### src/inc/motor_regs_pkg.sv
/*
  Constants shared by the register-bank end and the host end of the
  motor telemetry and parameter register link.
  Assumes one 20 MHz core clock shared by both ends.
*/
// Function
// - Host reads speed high byte before low
// - Speed is 16-bit, tenth-hertz units, concatenated
// - Host reads period high byte before low
// - Period is 16-bit, 10 microsecond steps
// - Velocity constant is twice digital constant
// - Peak current 11-bit, top three in byte
// - Current converts with knee at 1023
// - Read-only inductive rotor position with advance
// - Supply level scaled value times 30/256
// - Speed command byte, all ones full
// - Buffered speed command bits 8 to 1
// - Fault causes one bit per cause
// - Param one top bit picks 25/50 kHz
// - Resistance is mantissa shifted by count
// - Param two top bit picks adjustment mode
// - Back-EMF constant is mantissa shifted by count
// - Reload bit copies nonvolatile image into params
// - Config writes need write-enable bit set
package motor_regs_pkg;

  // ****************
  // Register offsets
  // ****************
  localparam logic [7:0] ADDR_CTRL = 8'h03;
  localparam logic [7:0] ADDR_SPEED_HIGH = 8'h11;
  localparam logic [7:0] ADDR_SPEED_LOW = 8'h12;
  localparam logic [7:0] ADDR_PERIOD_HIGH = 8'h13;
  localparam logic [7:0] ADDR_PERIOD_LOW = 8'h14;
  localparam logic [7:0] ADDR_VCONST_HIGH = 8'h15;
  localparam logic [7:0] ADDR_VCONST_LOW = 8'h16;
  localparam logic [7:0] ADDR_CURRENT_HIGH = 8'h17;
  localparam logic [7:0] ADDR_CURRENT_LOW = 8'h18;
  localparam logic [7:0] ADDR_ROTOR_POS = 8'h19;
  localparam logic [7:0] ADDR_SUPPLY = 8'h1A;
  localparam logic [7:0] ADDR_SPEED_CMD = 8'h1B;
  localparam logic [7:0] ADDR_BUF_SPEED_CMD = 8'h1C;
  localparam logic [7:0] ADDR_FAULT = 8'h1E;
  localparam logic [7:0] ADDR_PARAM_ONE = 8'h20;
  localparam logic [7:0] ADDR_PARAM_TWO = 8'h21;

  // ****************
  // Fields and resets
  // ****************
  localparam int CTRL_CFG_WE_BIT = 6;
  localparam int CTRL_RELOAD_BIT = 5;
  localparam int PARAM_SELECT_BIT = 7;
  localparam logic [7:0] PARAM_ONE_RESET = 8'h4A;
  localparam logic [7:0] PARAM_TWO_RESET = 8'h4E;
  localparam logic [7:0] UNMAPPED_READ = 8'h00;
  localparam logic [10:0] CURRENT_KNEE = 11'h3FF;

  // ****************
  // Timing
  // ****************
  localparam int CLOCK_KHZ = 20000;
  localparam int PWM_SLOW_KHZ = 25;
  localparam int PWM_FAST_KHZ = 50;
  localparam logic [9:0] PWM_SLOW_CYCLES = 10'(CLOCK_KHZ / PWM_SLOW_KHZ);
  localparam logic [9:0] PWM_FAST_CYCLES = 10'(CLOCK_KHZ / PWM_FAST_KHZ);

  // Host command kinds
  typedef enum logic [1:0] {
    CMD_READ_BYTE,
    CMD_WRITE_BYTE,
    CMD_READ_WORD,
    CMD_WRITE_CONFIG
  } cmd_kind_e;

  // Mantissa in [3:0] shifted left by count in [6:4]
  function automatic logic [10:0] shifted_code(input logic [6:0] code);
    shifted_code = 11'({7'h00, code[3:0]} << code[6:4]);
  endfunction

endpackage

### src/inc/motor_reg_link_if.sv
/*
  Register link between the host end and the register-bank end.
  Assumes both ends run on the same mclk.
*/
`timescale 1ns/10ps
`default_nettype none
interface motor_reg_link_if;
  logic req;
  logic we;
  logic [7:0] addr;
  logic [7:0] wdata;
  logic ack;
  logic [7:0] rdata;

  modport dev_end (input req, input we, input addr, input wdata, output ack, output rdata);
  modport host_end (output req, output we, output addr, output wdata, input ack, input rdata);
endinterface
`default_nettype wire

### src/rtl/motor_telemetry_param_regs.sv
/*
  Register-bank end: telemetry read-back, fault causes and the two
  motor parameter registers, served over the register link.
  Assumes telemetry inputs are synchronous to mclk and that the
  host reads high bytes before low bytes.
*/
`timescale 1ns/10ps
`default_nettype none
module motor_telemetry_param_regs (
  input wire logic mclk,
  input wire logic rst_n,
  motor_reg_link_if.dev_end link,
  input wire logic [15:0] rotor_velocity,
  input wire logic [15:0] electrical_period,
  input wire logic [15:0] measured_velocity_constant,
  input wire logic [10:0] peak_phase_current,
  input wire logic [7:0] rotor_position_estimate,
  input wire logic [7:0] supply_level,
  input wire logic [7:0] speed_command_value,
  input wire logic [8:0] buffered_speed_command,
  input wire logic stuck_closed_loop_flag,
  input wire logic stuck_open_loop_flag,
  input wire logic no_motor_flag,
  input wire logic constant_abnormal_flag,
  input wire logic speed_abnormal_flag,
  input wire logic lock_current_limit_flag,
  input wire logic [7:0] nvm_param_one,
  input wire logic [7:0] nvm_param_two,
  output logic pwm_rate_select,
  output logic [9:0] pwm_period_cycles,
  output logic [10:0] phase_resistance_code,
  output logic loop_adjust_select,
  output logic [10:0] bemf_constant_code,
  output logic [10:0] current_steps_above_knee,
  output logic current_above_knee,
  output logic config_write_enable
);

  // ****************
  // State
  // ****************
  typedef struct packed {
    logic ack;
    logic [7:0] rdata;
    logic [3:0][7:0] low_shadow;
    logic cfg_we;
    logic nvm_reload;
    logic [7:0] param_one;
    logic [7:0] param_two;
    logic [9:0] pwm_cycles;
    logic [10:0] res_code;
    logic [10:0] bemf_code;
    logic [10:0] cur_steps;
    logic cur_knee;
  } bank_s;

  bank_s q;
  bank_s d;

  // Shadow slot for each multi-byte value
  localparam int SLOT_SPEED = 0;
  localparam int SLOT_PERIOD = 1;
  localparam int SLOT_VCONST = 2;
  localparam int SLOT_CURRENT = 3;

  logic [7:0] fault_byte;
  assign fault_byte = {2'b00, stuck_closed_loop_flag, stuck_open_loop_flag, no_motor_flag,
                       constant_abnormal_flag, speed_abnormal_flag, lock_current_limit_flag};

  // ****************
  // Next state
  // ****************
  always_comb begin
    d = q;
    d.ack = 1'b0;
    d.nvm_reload = 1'b0;

    // Reload pulse lands one cycle after the control write
    if (q.nvm_reload) begin
      d.param_one = nvm_param_one;
      d.param_two = nvm_param_two;
    end

    if (link.req) begin
      d.ack = 1'b1;
      if (link.we) begin
        unique case (link.addr)
          motor_regs_pkg::ADDR_CTRL: begin
            d.cfg_we = link.wdata[motor_regs_pkg::CTRL_CFG_WE_BIT];
            d.nvm_reload = link.wdata[motor_regs_pkg::CTRL_RELOAD_BIT];
          end
          motor_regs_pkg::ADDR_PARAM_ONE: begin
            if (q.cfg_we) begin
              d.param_one = link.wdata;
            end
          end
          motor_regs_pkg::ADDR_PARAM_TWO: begin
            if (q.cfg_we) begin
              d.param_two = link.wdata;
            end
          end
          default: begin
            // Read-only and unmapped writes are dropped
          end
        endcase
      end else begin
        unique case (link.addr)
          motor_regs_pkg::ADDR_CTRL: begin
            d.rdata = 8'h00;
            d.rdata[motor_regs_pkg::CTRL_CFG_WE_BIT] = q.cfg_we;
          end
          motor_regs_pkg::ADDR_SPEED_HIGH: begin
            d.rdata = rotor_velocity[15:8];
            d.low_shadow[SLOT_SPEED] = rotor_velocity[7:0];
          end
          motor_regs_pkg::ADDR_SPEED_LOW: begin
            d.rdata = q.low_shadow[SLOT_SPEED];
          end
          motor_regs_pkg::ADDR_PERIOD_HIGH: begin
            d.rdata = electrical_period[15:8];
            d.low_shadow[SLOT_PERIOD] = electrical_period[7:0];
          end
          motor_regs_pkg::ADDR_PERIOD_LOW: begin
            d.rdata = q.low_shadow[SLOT_PERIOD];
          end
          motor_regs_pkg::ADDR_VCONST_HIGH: begin
            d.rdata = measured_velocity_constant[15:8];
            d.low_shadow[SLOT_VCONST] = measured_velocity_constant[7:0];
          end
          motor_regs_pkg::ADDR_VCONST_LOW: begin
            d.rdata = q.low_shadow[SLOT_VCONST];
          end
          motor_regs_pkg::ADDR_CURRENT_HIGH: begin
            d.rdata = {5'b00000, peak_phase_current[10:8]};
            d.low_shadow[SLOT_CURRENT] = peak_phase_current[7:0];
          end
          motor_regs_pkg::ADDR_CURRENT_LOW: begin
            d.rdata = q.low_shadow[SLOT_CURRENT];
          end
          motor_regs_pkg::ADDR_ROTOR_POS: begin
            d.rdata = rotor_position_estimate;
          end
          motor_regs_pkg::ADDR_SUPPLY: begin
            d.rdata = supply_level;
          end
          motor_regs_pkg::ADDR_SPEED_CMD: begin
            d.rdata = speed_command_value;
          end
          motor_regs_pkg::ADDR_BUF_SPEED_CMD: begin
            d.rdata = buffered_speed_command[8:1];
          end
          motor_regs_pkg::ADDR_FAULT: begin
            d.rdata = fault_byte;
          end
          motor_regs_pkg::ADDR_PARAM_ONE: begin
            d.rdata = q.param_one;
          end
          motor_regs_pkg::ADDR_PARAM_TWO: begin
            d.rdata = q.param_two;
          end
          default: begin
            d.rdata = motor_regs_pkg::UNMAPPED_READ;
          end
        endcase
      end
    end

    // Derived outputs follow the parameter registers one edge later
    d.pwm_cycles = q.param_one[motor_regs_pkg::PARAM_SELECT_BIT] ?
                   motor_regs_pkg::PWM_FAST_CYCLES : motor_regs_pkg::PWM_SLOW_CYCLES;
    d.res_code = motor_regs_pkg::shifted_code(q.param_one[6:0]);
    d.bemf_code = motor_regs_pkg::shifted_code(q.param_two[6:0]);

    // Numerator of amps times 512/3, with the offset above the knee
    d.cur_knee = (peak_phase_current >= motor_regs_pkg::CURRENT_KNEE);
    d.cur_steps = d.cur_knee ? 11'(peak_phase_current - motor_regs_pkg::CURRENT_KNEE)
                             : peak_phase_current;
  end

  // ****************
  // Registers
  // ****************
  always_ff @(posedge mclk or negedge rst_n) begin
    if (!rst_n) begin
      q <= '0;
      q.param_one <= motor_regs_pkg::PARAM_ONE_RESET;
      q.param_two <= motor_regs_pkg::PARAM_TWO_RESET;
      q.pwm_cycles <= motor_regs_pkg::PWM_SLOW_CYCLES;
    end else begin
      q <= d;
    end
  end

  assign link.ack = q.ack;
  assign link.rdata = q.rdata;
  assign pwm_rate_select = q.param_one[motor_regs_pkg::PARAM_SELECT_BIT];
  assign pwm_period_cycles = q.pwm_cycles;
  assign phase_resistance_code = q.res_code;
  assign loop_adjust_select = q.param_two[motor_regs_pkg::PARAM_SELECT_BIT];
  assign bemf_constant_code = q.bemf_code;
  assign current_steps_above_knee = q.cur_steps;
  assign current_above_knee = q.cur_knee;
  assign config_write_enable = q.cfg_we;

endmodule // motor_telemetry_param_regs
`default_nettype wire

### src/flat_wrapper.sv
// flat-port wrapper written by rule: the top's interface ports become plain ports
module motor_telemetry_param_regs_flat 
  (mclk, rst_n, rotor_velocity, electrical_period, measured_velocity_constant, peak_phase_current, rotor_position_estimate, supply_level, speed_command_value, buffered_speed_command, stuck_closed_loop_flag, stuck_open_loop_flag, no_motor_flag, constant_abnormal_flag, speed_abnormal_flag, lock_current_limit_flag, nvm_param_one, nvm_param_two, pwm_rate_select, pwm_period_cycles, phase_resistance_code, loop_adjust_select, bemf_constant_code, current_steps_above_knee, current_above_knee, config_write_enable, link_req, link_we, link_addr, link_wdata, link_ack, link_rdata);
  motor_reg_link_if link_i ();
  input wire logic mclk;
  input wire logic rst_n;
  input wire logic [15:0] rotor_velocity;
  input wire logic [15:0] electrical_period;
  input wire logic [15:0] measured_velocity_constant;
  input wire logic [10:0] peak_phase_current;
  input wire logic [7:0] rotor_position_estimate;
  input wire logic [7:0] supply_level;
  input wire logic [7:0] speed_command_value;
  input wire logic [8:0] buffered_speed_command;
  input wire logic stuck_closed_loop_flag;
  input wire logic stuck_open_loop_flag;
  input wire logic no_motor_flag;
  input wire logic constant_abnormal_flag;
  input wire logic speed_abnormal_flag;
  input wire logic lock_current_limit_flag;
  input wire logic [7:0] nvm_param_one;
  input wire logic [7:0] nvm_param_two;
  output logic pwm_rate_select;
  output logic [9:0] pwm_period_cycles;
  output logic [10:0] phase_resistance_code;
  output logic loop_adjust_select;
  output logic [10:0] bemf_constant_code;
  output logic [10:0] current_steps_above_knee;
  output logic current_above_knee;
  output logic config_write_enable;
  input wire logic [$bits(link_i.req)-1:0] link_req;
  input wire logic [$bits(link_i.we)-1:0] link_we;
  input wire logic [$bits(link_i.addr)-1:0] link_addr;
  input wire logic [$bits(link_i.wdata)-1:0] link_wdata;
  output wire logic [$bits(link_i.ack)-1:0] link_ack;
  output wire logic [$bits(link_i.rdata)-1:0] link_rdata;
  assign link_i.req = link_req;
  assign link_i.we = link_we;
  assign link_i.addr = link_addr;
  assign link_i.wdata = link_wdata;
  assign link_ack = link_i.ack;
  assign link_rdata = link_i.rdata;
  motor_telemetry_param_regs u_core (.mclk(mclk), .rst_n(rst_n), .link(link_i), .rotor_velocity(rotor_velocity), .electrical_period(electrical_period), .measured_velocity_constant(measured_velocity_constant), .peak_phase_current(peak_phase_current), .rotor_position_estimate(rotor_position_estimate), .supply_level(supply_level), .speed_command_value(speed_command_value), .buffered_speed_command(buffered_speed_command), .stuck_closed_loop_flag(stuck_closed_loop_flag), .stuck_open_loop_flag(stuck_open_loop_flag), .no_motor_flag(no_motor_flag), .constant_abnormal_flag(constant_abnormal_flag), .speed_abnormal_flag(speed_abnormal_flag), .lock_current_limit_flag(lock_current_limit_flag), .nvm_param_one(nvm_param_one), .nvm_param_two(nvm_param_two), .pwm_rate_select(pwm_rate_select), .pwm_period_cycles(pwm_period_cycles), .phase_resistance_code(phase_resistance_code), .loop_adjust_select(loop_adjust_select), .bemf_constant_code(bemf_constant_code), .current_steps_above_knee(current_steps_above_knee), .current_above_knee(current_above_knee), .config_write_enable(config_write_enable));
endmodule
### config.mk
export PLATFORM = sky130hd
export DESIGN_NAME = motor_telemetry_param_regs_flat
export DESIGN_NICKNAME = d
export VERILOG_FILES = /design/src/inc/motor_regs_pkg.sv /design/src/inc/motor_reg_link_if.sv /design/src/rtl/motor_telemetry_param_regs.sv /design/src/flat_wrapper.sv
export SDC_FILE = /design/constraint.sdc
export NUM_CORES = 1
export LEC_CHECK = 0
export ABC_AREA = 1
export BUFFER_PORTS_ARGS = -buffer_cell sky130_fd_sc_hd__buf_2
export CAP_MARGIN = 25
export CELL_PAD_IN_SITES_DETAIL_PLACEMENT = 1
export CELL_PAD_IN_SITES_GLOBAL_PLACEMENT = 2
export CORE_MARGIN = 3
export CORE_UTILIZATION = 29
export CTS_BUF_LIST = sky130_fd_sc_hd__clkbuf_8
export DETAILED_ROUTE_END_ITERATION = 16
export GPL_TIMING_DRIVEN = 0
export PLACE_DENSITY_LB_ADDON = 0.1
export RECOVER_POWER = 100
export SYNTH_ARGS = -nofsm -noshare
export SYNTH_HDL_FRONTEND = slang
export SYNTH_SLANG_ARGS = --single-unit
export TNS_END_PERCENT = 1
### constraint.sdc
create_clock -name mclk -period 1.5 [get_ports mclk]
set_input_delay 0.075 -clock mclk [delete_from_list [all_inputs] [get_ports mclk]]
set_output_delay 0.075 -clock mclk [all_outputs]
set_load 0.05 [all_outputs]
# Word level (Yosys, flattened, before mapping)
# Cells that the tools add are included.
dict set report op_classes {
  add_sub_neg 1
  n_mul 0
  n_div 0
  magnitude_cmp 1
  n_eq_ne 16
  n_shift 2
  n_mux 16
  bitwise 1
  reduce_logical 6
}
# cell n
set ops {}
lappend ops {{$pmux 8 s16} 1}
lappend ops {{$eq 8x5->1 const B} 13}
lappend ops {{$mux 8} 8}
lappend ops {{$mux 59} 1}
lappend ops {{$mux 40} 1}
lappend ops {{$shl 4x3->11} 2}
lappend ops {{$mux 18} 1}
lappend ops {{$eq 8x6->1 const B} 2}
lappend ops {{$mux 16} 1}
lappend ops {{$reduce_and 3->1} 5}
lappend ops {{$ge 11x10->1 const B} 1}
lappend ops {{$mux 11} 1}
lappend ops {{$sub 11x10->11 const B} 1}
lappend ops {{$mux 10} 1}
lappend ops {{$eq 8x2->1 const B} 1}
lappend ops {{$mux 2} 1}
lappend ops {{$reduce_and 2->1} 1}
lappend ops {{$not 1->1} 1}
dict set report word_totals {
  reg_bits 103
  latch_bits 0
  ramBits 0
  rom_bits 0
  in_bits 134
  output_inout_bits 56
  elab_cells 58
  n_memories 0
}

# Depth between registers and ports, before layout
# Gate-level depths: netlist of run 1.
dict set report depth {
  word_depth 5
  ltp_mapped 13
  mapped_depth_nobuf 11
}

# Least setup slack after synthesis of run 1
# No wires, ideal clock.
dict set report synth_path {
  path_type {reg2reg}
  startpoint {reg u_core.q, in the netlist u_core.config_write_enable}
  endpoint {reg u_core.q[48] (netlist bit)}
  setup_time_ps 132
  arrival_ps 1417
  required_time_ps 1368
  path_slack_ps -50
  stages_incl_launch_ff 7
  n_path_buf 1
  period_less_slack_ps 1550
  cell_sequence {dfrtp_1 > inv_1 > nor2_1 > nand3_2 > clkbuf_1 > nand2_1 > o21ai_0}
}
# item line_no
set synth_rtl {}
lappend synth_rtl {{start: declaration} motor_telemetry_param_regs.sv:57} ;# bank_s q;

==> results of run 1 <==
[routing by layer]
| layer | vias to the layer above | global-route usage | wire length (um) | part of all wire |
|---|---|---|---|---|
| li1 | 2757 | - | - | - |
| met3 | 31 | 0.0443 | 1010 | 0.048 |
| met4 | 4 | 0.0584 | 468 | 0.022 |
| met5 | - | 0 | 21 | 0.0010 |
| met2 | 149 | 0.351 | 10500 | 0.50 |
| met1 | 2739 | 0.238 | 9100 | 0.43 |
[worst register-to-register path: cells and delay by family, from the launching register on]
kind                   cells  cell delay [ns]
and+or+nand+nor            2             0.37
buffers and inverters      2             0.33
DFF                        1             0.41
AOI/OAI and AO/OA          1             0.24
[sequential cells by signal, indices dropped and copies added, names as in the netlist]
signal / flops
u_core.loop_adjust_select: 1
u_core.current_above_knee: 1
u_core.q: 47
u_core.config_write_enable: 1
u_core.phase_resistance_code: 11
u_core.pwm_rate_select: 1
u_core.pwm_period_cycles: 2
u_core.link.rdata: 8
u_core.bemf_constant_code: 11
u_core.link.ack: 1
u_core.current_steps_above_knee: 11
[cell type report]
class | count | area [sq um] | area share
antenna | 3 | 7.51 | 0.00101
buffer | 75 | 512 | 0.0690
clock buffer | 9 | 124 | 0.0167
clock inverter | 7 | 43.8 | 0.00590
inverter | 59 | 221 | 0.0298
multi-input combinational | 492 | 2490 | 0.335
sequential | 95 | 2390 | 0.322
tap | 260 | 325 | 0.0438
timing repair buffer | 221 | 1310 | 0.177
[per-stage QoR]
stage,hold slack [ns],power (mW),setup WS [ns],instances
final,0.0214,5.82,0.0633,1221
after global routing,0.0358,6.12,-0.0770,1221
after global placement,0.227,4.21,-0.834,1165
after CTS,0.00270,5.92,0.00793,1219
after floorplan,-0.221,3.73,0.0892,723
after detailed placement,0.118,4.25,-0.188,1166
[layout by cell type, fill, tap and decap left out, types with 9 or more instances in the layout]
master and instances:
buf_2 186, buf_4 54, clkbuf_1 9, clkbuf_8 9, dfrtp_1 86, dlygate4sd3_1 38
inv_1 54, mux2_2 17, nand2_1 164, nand3_1 133, nor2_1 51, o21ai_0 53
o21ai_1 9
[worst min-delay path by stage]
stage	startpoint	to	slack, ns
CTS	peak_phase_current[10]	u_core.current_steps_above_knee[10]	0.003
finish	peak_phase_current[10]	u_core.current_steps_above_knee[10]	0.02
floorplan	rst_n	u_core.bemf_constant_code[0]	-0.22
global route	nvm_param_one[1]	u_core.q[53]	0.04
global placement	link_req	u_core.link.ack	0.23
detailed placement	rst_n	u_core.bemf_constant_code[10]	0.12
[cells by family after synthesis]
| logic type | Yosys count |
|---|---|
| other | 2 |
| muxes | 28 |
| xor gates and xnor gates | 8 |
| DFF | 95 |
| buffers and inverters | 136 |
| AOI/OAI and AO/OA | 66 |
| adders and majority gates | 1 |
| and+or+nand+nor | 383 |
[what timing repair did]
action	4_1_cts	5_1_grt
endpoints found under the setup margin	8	19
resized for setup	3	3
hold buffers	38	0
endpoints found under the hold margin	83	0
[power by group through the flow]
stage / clock, mW / sequential, mW / combinational [mW]
after detailed placement: 0 / 2.85 / 1.40
final: 1.57 / 2.80 / 1.45
after floorplan: 0 / 2.84 / 0.885
after global placement: 0 / 2.84 / 1.37
after global routing: 1.72 / 2.82 / 1.58
after CTS: 1.64 / 2.80 / 1.48
==> summary.md, run 1 <==
| Metric | Value |
|---|---|
| Comb power frac | `0.249` |
| Largest stage delay, worst path | `between 0.4 and 0.5 ns` |
| Non-Filler Cell Area, Final | `0.00742 sq mm` |
| Final hold violations | `0` |
| Routed length per placed instance | `~17 um` |
| Max Freq | `roughly 700 MHz` |
| Crit share post-route | `0.958` |
| Vias in the first global route | `roughly 6,000` |
| Worst setup startpoint | `u_core.config_write_enable` |
| Worst Setup End Kind | `flop` |
| Worst EP arrival | `approximately 1.7 ns` |
| Fillcell total | `2,359` |
| Worst r2r path cells | `5` |
| Worst setup SP type | `flop` |
| Count leader, synth | `nand2_1` |
| Compound-Gate Fraction of Synth Area | `0.0593` |
| I/O pins | `190` |
| CTS tree | `built` |
| Layout cells sized above 1 | `0.330` |
| Most instantiated cells after synthesis | `nand2_1 (164), nand3_1 (132), dfrtp_1 (87)` |
| DRT antenna net count | `0` |
| Ys async rst share | `1.00` |
| Routability cong. | `0.838` |
| Synth warn | `0` |
| Die Ht | `approximately 150 um` |
| Slew headroom | `0.252` |
| H-tree levels | `3` |
| Mapped Area | `about 0.0056 sq mm` |
| Max-Cap Viols | `0` |
| Area share of fa/ha/maj cells after synthesis | `0.00223` |
| Worst Hold Path Cells | `3` |
| Synth top area cells | `dfrtp_1 (39%), nand3_1 (12%), nand2_1 (11%)` |
| Area of the core | `between 0.015 and 0.02 sq mm` |
| Nets | `about 1,100` |
| CTS sink count | `95` |
| Setup crit end | `u_core.q[50]` |
| Flop pwr share | `0.482` |
| Tot GR Track Use | `0.197` |
| Drt total wl | `around 21,000 um` |
| Initial Utilization | `0.298` |
| Sw Share | `0.343` |
| Proportion of synthesized area in mux cells | `0.0555` |
| Vias per cell | `around 4.7` |
| Initial antenna violation count | `5` |
| Sequential share of the synthesized area | `0.425` |
| CP max stage cell | `dfrtp_2` |
| Crit path depth | `5` |
| Primary FF master, synth | `dfrtp_1` |
| Share of the synthesized area in the top cell type | `0.388` |
| Largest net degree at the start of global routing | `56` |
| Clock slew at the register clock pins of the worst setup and hold paths | `roughly 0.10 ns` |
| CP max FO | `10` |
| Syn Inst Count | `719` |
| Combinational family with the most area after synthesis | `simple AND/OR/NAND/NOR gates` |
| Final setup fails | `0` |
| CP delay by family, top | `flip-flops` |
| Dpl hpwl | `about 17,000 um` |
| Setup CP Type | `reg -> reg` |
| Reg2Reg Capture Point | `u_core.q[50]` |
| Setup tns final | `0 ns` |
| Post-synth cell types | `34` |
| Sw Pwr | `2.00 mW` |
| First-pass GRT wire length | `around 33,000 um` |
| Status | `completed` |
| FP Rows | `50` |
| Synth Area in Simple Gates | `0.312` |
| Post-CTS Setup Inserts | `0` |
| Remaining DRCs | `0` |
| CTS Root Buffer Type | `clkbuf_8` |
| Area leader, netlist | `dfrtp_1` |
| R2r setup slk | `between 0.06 and 0.07 ns` |
| Post-synth EDFFs | `0` |
| Actual slew at the worst max-slew pin | `between 1 and 1.5 ns` |
| Starting DRT DRC Count | `roughly 180` |
| Post-Synth XOR/XNOR Area | `0.0125` |
| Die area | `around 0.021 sq mm` |
| Clk pwr share | `0.269` |
| Vias | `around 5,700` |
| Post-layout util | `0.394` |
| Die W | `145 um` |
| Leak Pwr | `~4.1 nW` |
| Worst Skew | `roughly 0.014 ns` |
| Max-slew violations | `0` |
| Mean post-synth cell area | `between 7 and 8 sq um` |
| Hold crit path type | `in -> reg` |
| R2R Path Start | `u_core.config_write_enable` |
| IO Port Bufs | `about 180` |
| Clk buf depth | `2` |
| DP Area | `a little under 0.007 sq mm` |
| Int Pwr | `about 3.8 mW` |
| Bufs and invs on worst path | `2` |
| CP cell instances | `inv_1, nor2_2, nand3_2, clkbuf_1, o21ai_0` |
| Total CTS buffers | `9` |
| Area delta synth->final | `32.2%` |
| Congestion Overflow GR | `0` |
| Power density over cell area | `a little under 800 mW/mm^2` |
| Synth Register Bits | `95` |
| Tmin final | `between 1 and 1.5 ns` |
| Unrepaired setup endpoints after global routing | `true` |
| Clock Latency Late Sink | `0.39 ns` |
| Req. time, crit path | `1.80 ns` |
| Maximum VDD drop | `roughly 0.34 mV` |
| Drt first pass iters | `4` |
No activity file was read; power rests on OpenSTA's default activity.
==> run 2, diff against run 1 <==
--- a/config.mk
+++ b/config.mk
@@ -10,6 +10,7 @@
 export CAP_MARGIN = 25
 export CELL_PAD_IN_SITES_DETAIL_PLACEMENT = 1
 export CELL_PAD_IN_SITES_GLOBAL_PLACEMENT = 2
+export CORE_ASPECT_RATIO = 0.75
 export CORE_MARGIN = 3
 export CORE_UTILIZATION = 29
 export CTS_BUF_LIST = sky130_fd_sc_hd__clkbuf_8
==> run 2 against run 1 <==
Non-clock buffer count decreased by 2. Critical path depth grew 5. Total power rose by 1.9%. Final area barely moved. Register-to-register slack improved by 0.09 ns. Clock skew shrank 0.0052 ns. Maximum frequency grew 2.1%. Global-route usage is 0.26 points higher. First-iteration DRC count rose by 40%. Die area barely moved. Core utilization is 0.21 points higher. Worst hold slack barely moved. Critical endpoint is now u_core.link.rdata[4].
==> summary.md, run 2 (same netlist as run 1, synthesis figures left out) <==
| Metric | Value |
|---|---|
| Slew headroom | `0.351 (+0.0994)` |
| Drt first pass iters | `4 (unchanged)` |
| R2r setup slk | `0.15 ns (+0.09 ns)` |
| Reg2Reg Capture Point | `u_core.q[49]` |
| Worst Hold Path EP | `u_core.q[50]` |
| Worst r2r path cells | `6 (+1)` |
| Worst Skew | `0.00903 ns (-0.00521 ns)` |
| Worst Setup End Kind | `flop` |
| Remaining DRCs | `0 (unchanged)` |
| Clock Latency Late Sink | `0.39 ns (about the same)` |
| Leak Pwr | `4.07 nW (-0.46%)` |
| Fillcell total | `2,342 (-0.72%)` |
| Req. time, crit path | `1.83 ns (+0.03 ns)` |
| Starting DRT DRC Count | `256 (+40%)` |
| Initial antenna violation count | `0 (-5)` |
| R2R Path Start | `u_core.config_write_enable` |
| Hold slack | `0.0217 ns (+0.000253 ns)` |
| Final setup fails | `0 (unchanged)` |
| Worst EP arrival | `1.74 ns (about the same)` |
| FP Rows | `43 (-14%)` |
| Post-CTS Setup Inserts | `0 (unchanged)` |
| Max Freq | `710 MHz (+2.1%)` |
| CP max stage cell | `nor2_1` |
| DRT antenna net count | `0 (unchanged)` |
| Initial Utilization | `0.300 (+0.00171)` |
| CP delay by family, top | `simple AND/OR/NAND/NOR gates` |
| Dpl hpwl | `16,800 um (+0.50%)` |
| Unrepaired setup endpoints after global routing | `false` |
| Routability cong. | `0.894 (+6.7%)` |
| Commonest non-fill, non-tap cells in the layout | `nand2_1 (164), buf_2 (134), nand3_1 (133)` |
| Clk buf depth | `2 (unchanged)` |
| Reg with most FFs | `u_core.q` |
| Setup CP Type | `in -> reg` |
| Clock slew at the register clock pins of the worst setup and hold paths | `0.10 ns (about the same)` |
| CTS tree | `built` |
| Largest net degree at the start of global routing | `63 (+13%)` |
| Bufs and invs on worst path | `2 (unchanged)` |
| Layout cells sized above 1 | `0.324 (-0.00559)` |
| CP cell instances | `clkbuf_1, inv_1, nand2_1, nor2_1, nand3_1, nand3_1, nor2_1, nand3_1, nand2_1, nand2_1` |
| Area of the core | `0.0187 sq mm (-0.57%)` |
| Number of flip-flops in the largest register | `47 (unchanged)` |
| IO Port Bufs | `182 (unchanged)` |
| Power density over cell area | `800 mW/mm^2 (+2.0%)` |
| Congestion Overflow GR | `0 (unchanged)` |
| Die W | `167 um (+15%)` |
| CP max FO | `8 (-2)` |
| Commonest non-fill, non-tap cell in the layout | `nand2_1` |
| Die area | `0.0211 sq mm (about the same)` |
| Vias | `5,566 (-2.0%)` |
| Max-Cap Viols | `0 (unchanged)` |
| Drt total wl | `20,800 um (-1.4%)` |
| Largest stage delay, worst path | `0.58 ns (+0.17 ns)` |
| Total CTS buffers | `9 (unchanged)` |
| Worst Hold Path Cells | `5 (+2)` |
| H-tree levels | `3 (unchanged)` |
| Status | `completed` |
| Tot GR Track Use | `0.200 (+0.00265)` |
| Tmin final | `1.41 ns (-0.0289 ns)` |
| Maximum VDD drop | `0.357 mV (+5.9%)` |
| Hold crit path type | `in -> reg` |
| Area delta synth->final | `32.1% (about the same)` |
| Routed length per placed instance | `17.2 um (about the same)` |
| Vias per cell | `4.62 (-0.62%)` |
| HP Start | `nvm_param_two[6]` |
| CTS sink count | `95 (unchanged)` |
| Max-slew violations | `0 (unchanged)` |
| First-pass GRT wire length | `32,900 um (+0.74%)` |
| Worst setup SP type | `input pin` |
| Final hold violations | `0 (unchanged)` |
| Vias in the first global route | `6,012 (-2.3%)` |
| Nets | `1,086 (-0.18%)` |
| Actual slew at the worst max-slew pin | `0.973 ns (-0.149 ns)` |
| Die Ht | `126 um (-13%)` |
| I/O pins | `190 (unchanged)` |
| Crit share post-route | `0.939 (-0.0193)` |
| CTS Root Buffer Type | `clkbuf_8` |
| Post-layout util | `0.396 (+0.00206)` |
[run 2: power breakdown]
part | switching (mW) | internal (mW) | leakage [nW]
clock network | 1.04 | 0.643 | 0.0914
logic | 0.930 | 0.510 | 2.77
registers | 0.0963 | 2.72 | 1.21
total | 2.07 | 3.87 | 4.07
[run 2: per-layer routing]
layer	part of all wire	GRT usage	up-vias
met5	0	0	-
li1	-	-	2755
met4	0.014	0.0514	0
met2	0.44	0.310	142
met3	0.054	0.0405	19
met1	0.49	0.287	2650
[run 2: final cells by class]
| cell class | count | area [sq um] | area share |
|---|---|---|---|
| tap | 247 | 309 | 0.0417 |
| multi-input combinational | 492 | 2480 | 0.335 |
| clock buffer | 9 | 124 | 0.0167 |
| antenna | 1 | 2.50 | 0.000337 |
| inverter | 59 | 221 | 0.0299 |
| buffer | 72 | 504 | 0.0680 |
| sequential | 95 | 2390 | 0.322 |
| clock inverter | 7 | 66.3 | 0.00894 |
| timing repair buffer | 222 | 1320 | 0.178 |
[run 2: worst max path at each step]
stage | from | to | slack, ns | depth (start not counted)
2_1_floorplan | u_core.config_write_enable | u_core.q[48] | 0.09 | 6
6_report | link_addr[3] | u_core.link.rdata[4] | 0.09 | 10
3_3_place_gp | rst_n | u_core.config_write_enable | -0.87 | 1
3_5_place_dp | link_addr[3] | u_core.link.rdata[4] | -0.20 | 10
4_1_cts | u_core.config_write_enable | u_core.q[49] | 0.009 | 6
5_1_grt | peak_phase_current[8] | u_core.current_steps_above_knee[0] | 0.02 | 10
[run 2: timing repair]
action                                  in CTS  in global routing
hold endpoints to repair                    78                  0
endpoints found under the setup margin       5                 13
resized for setup                            2                  4
pin swaps                                    0                  0
hold buffers                                39                  0
[run 2: worst reg2reg max path, cell delays in order, from the launching register on]
cell and delay, ns:
dfrtp_2 0.40, inv_1 0.06, nor2_2 0.19, nand3_2 0.19, clkbuf_2 0.23, nand2_1 0.08, o21ai_0 0.08
[run 2: metrics by stage]
step	setup WS (ns)	instance area, sq um	std cells	power, mW	setup TNS [ns]
2_1_floorplan	0.0892	5630	723	3.73	0
3_3_place_gp	-0.871	6850	1152	4.22	-62.58
3_5_place_dp	-0.197	6880	1153	4.25	-2.99
4_1_cts	0.00928	7450	1206	6.06	0
5_1_grt	0.0175	7410	1203	6.28	0
6_report	0.0922	7420	1204	5.94	0
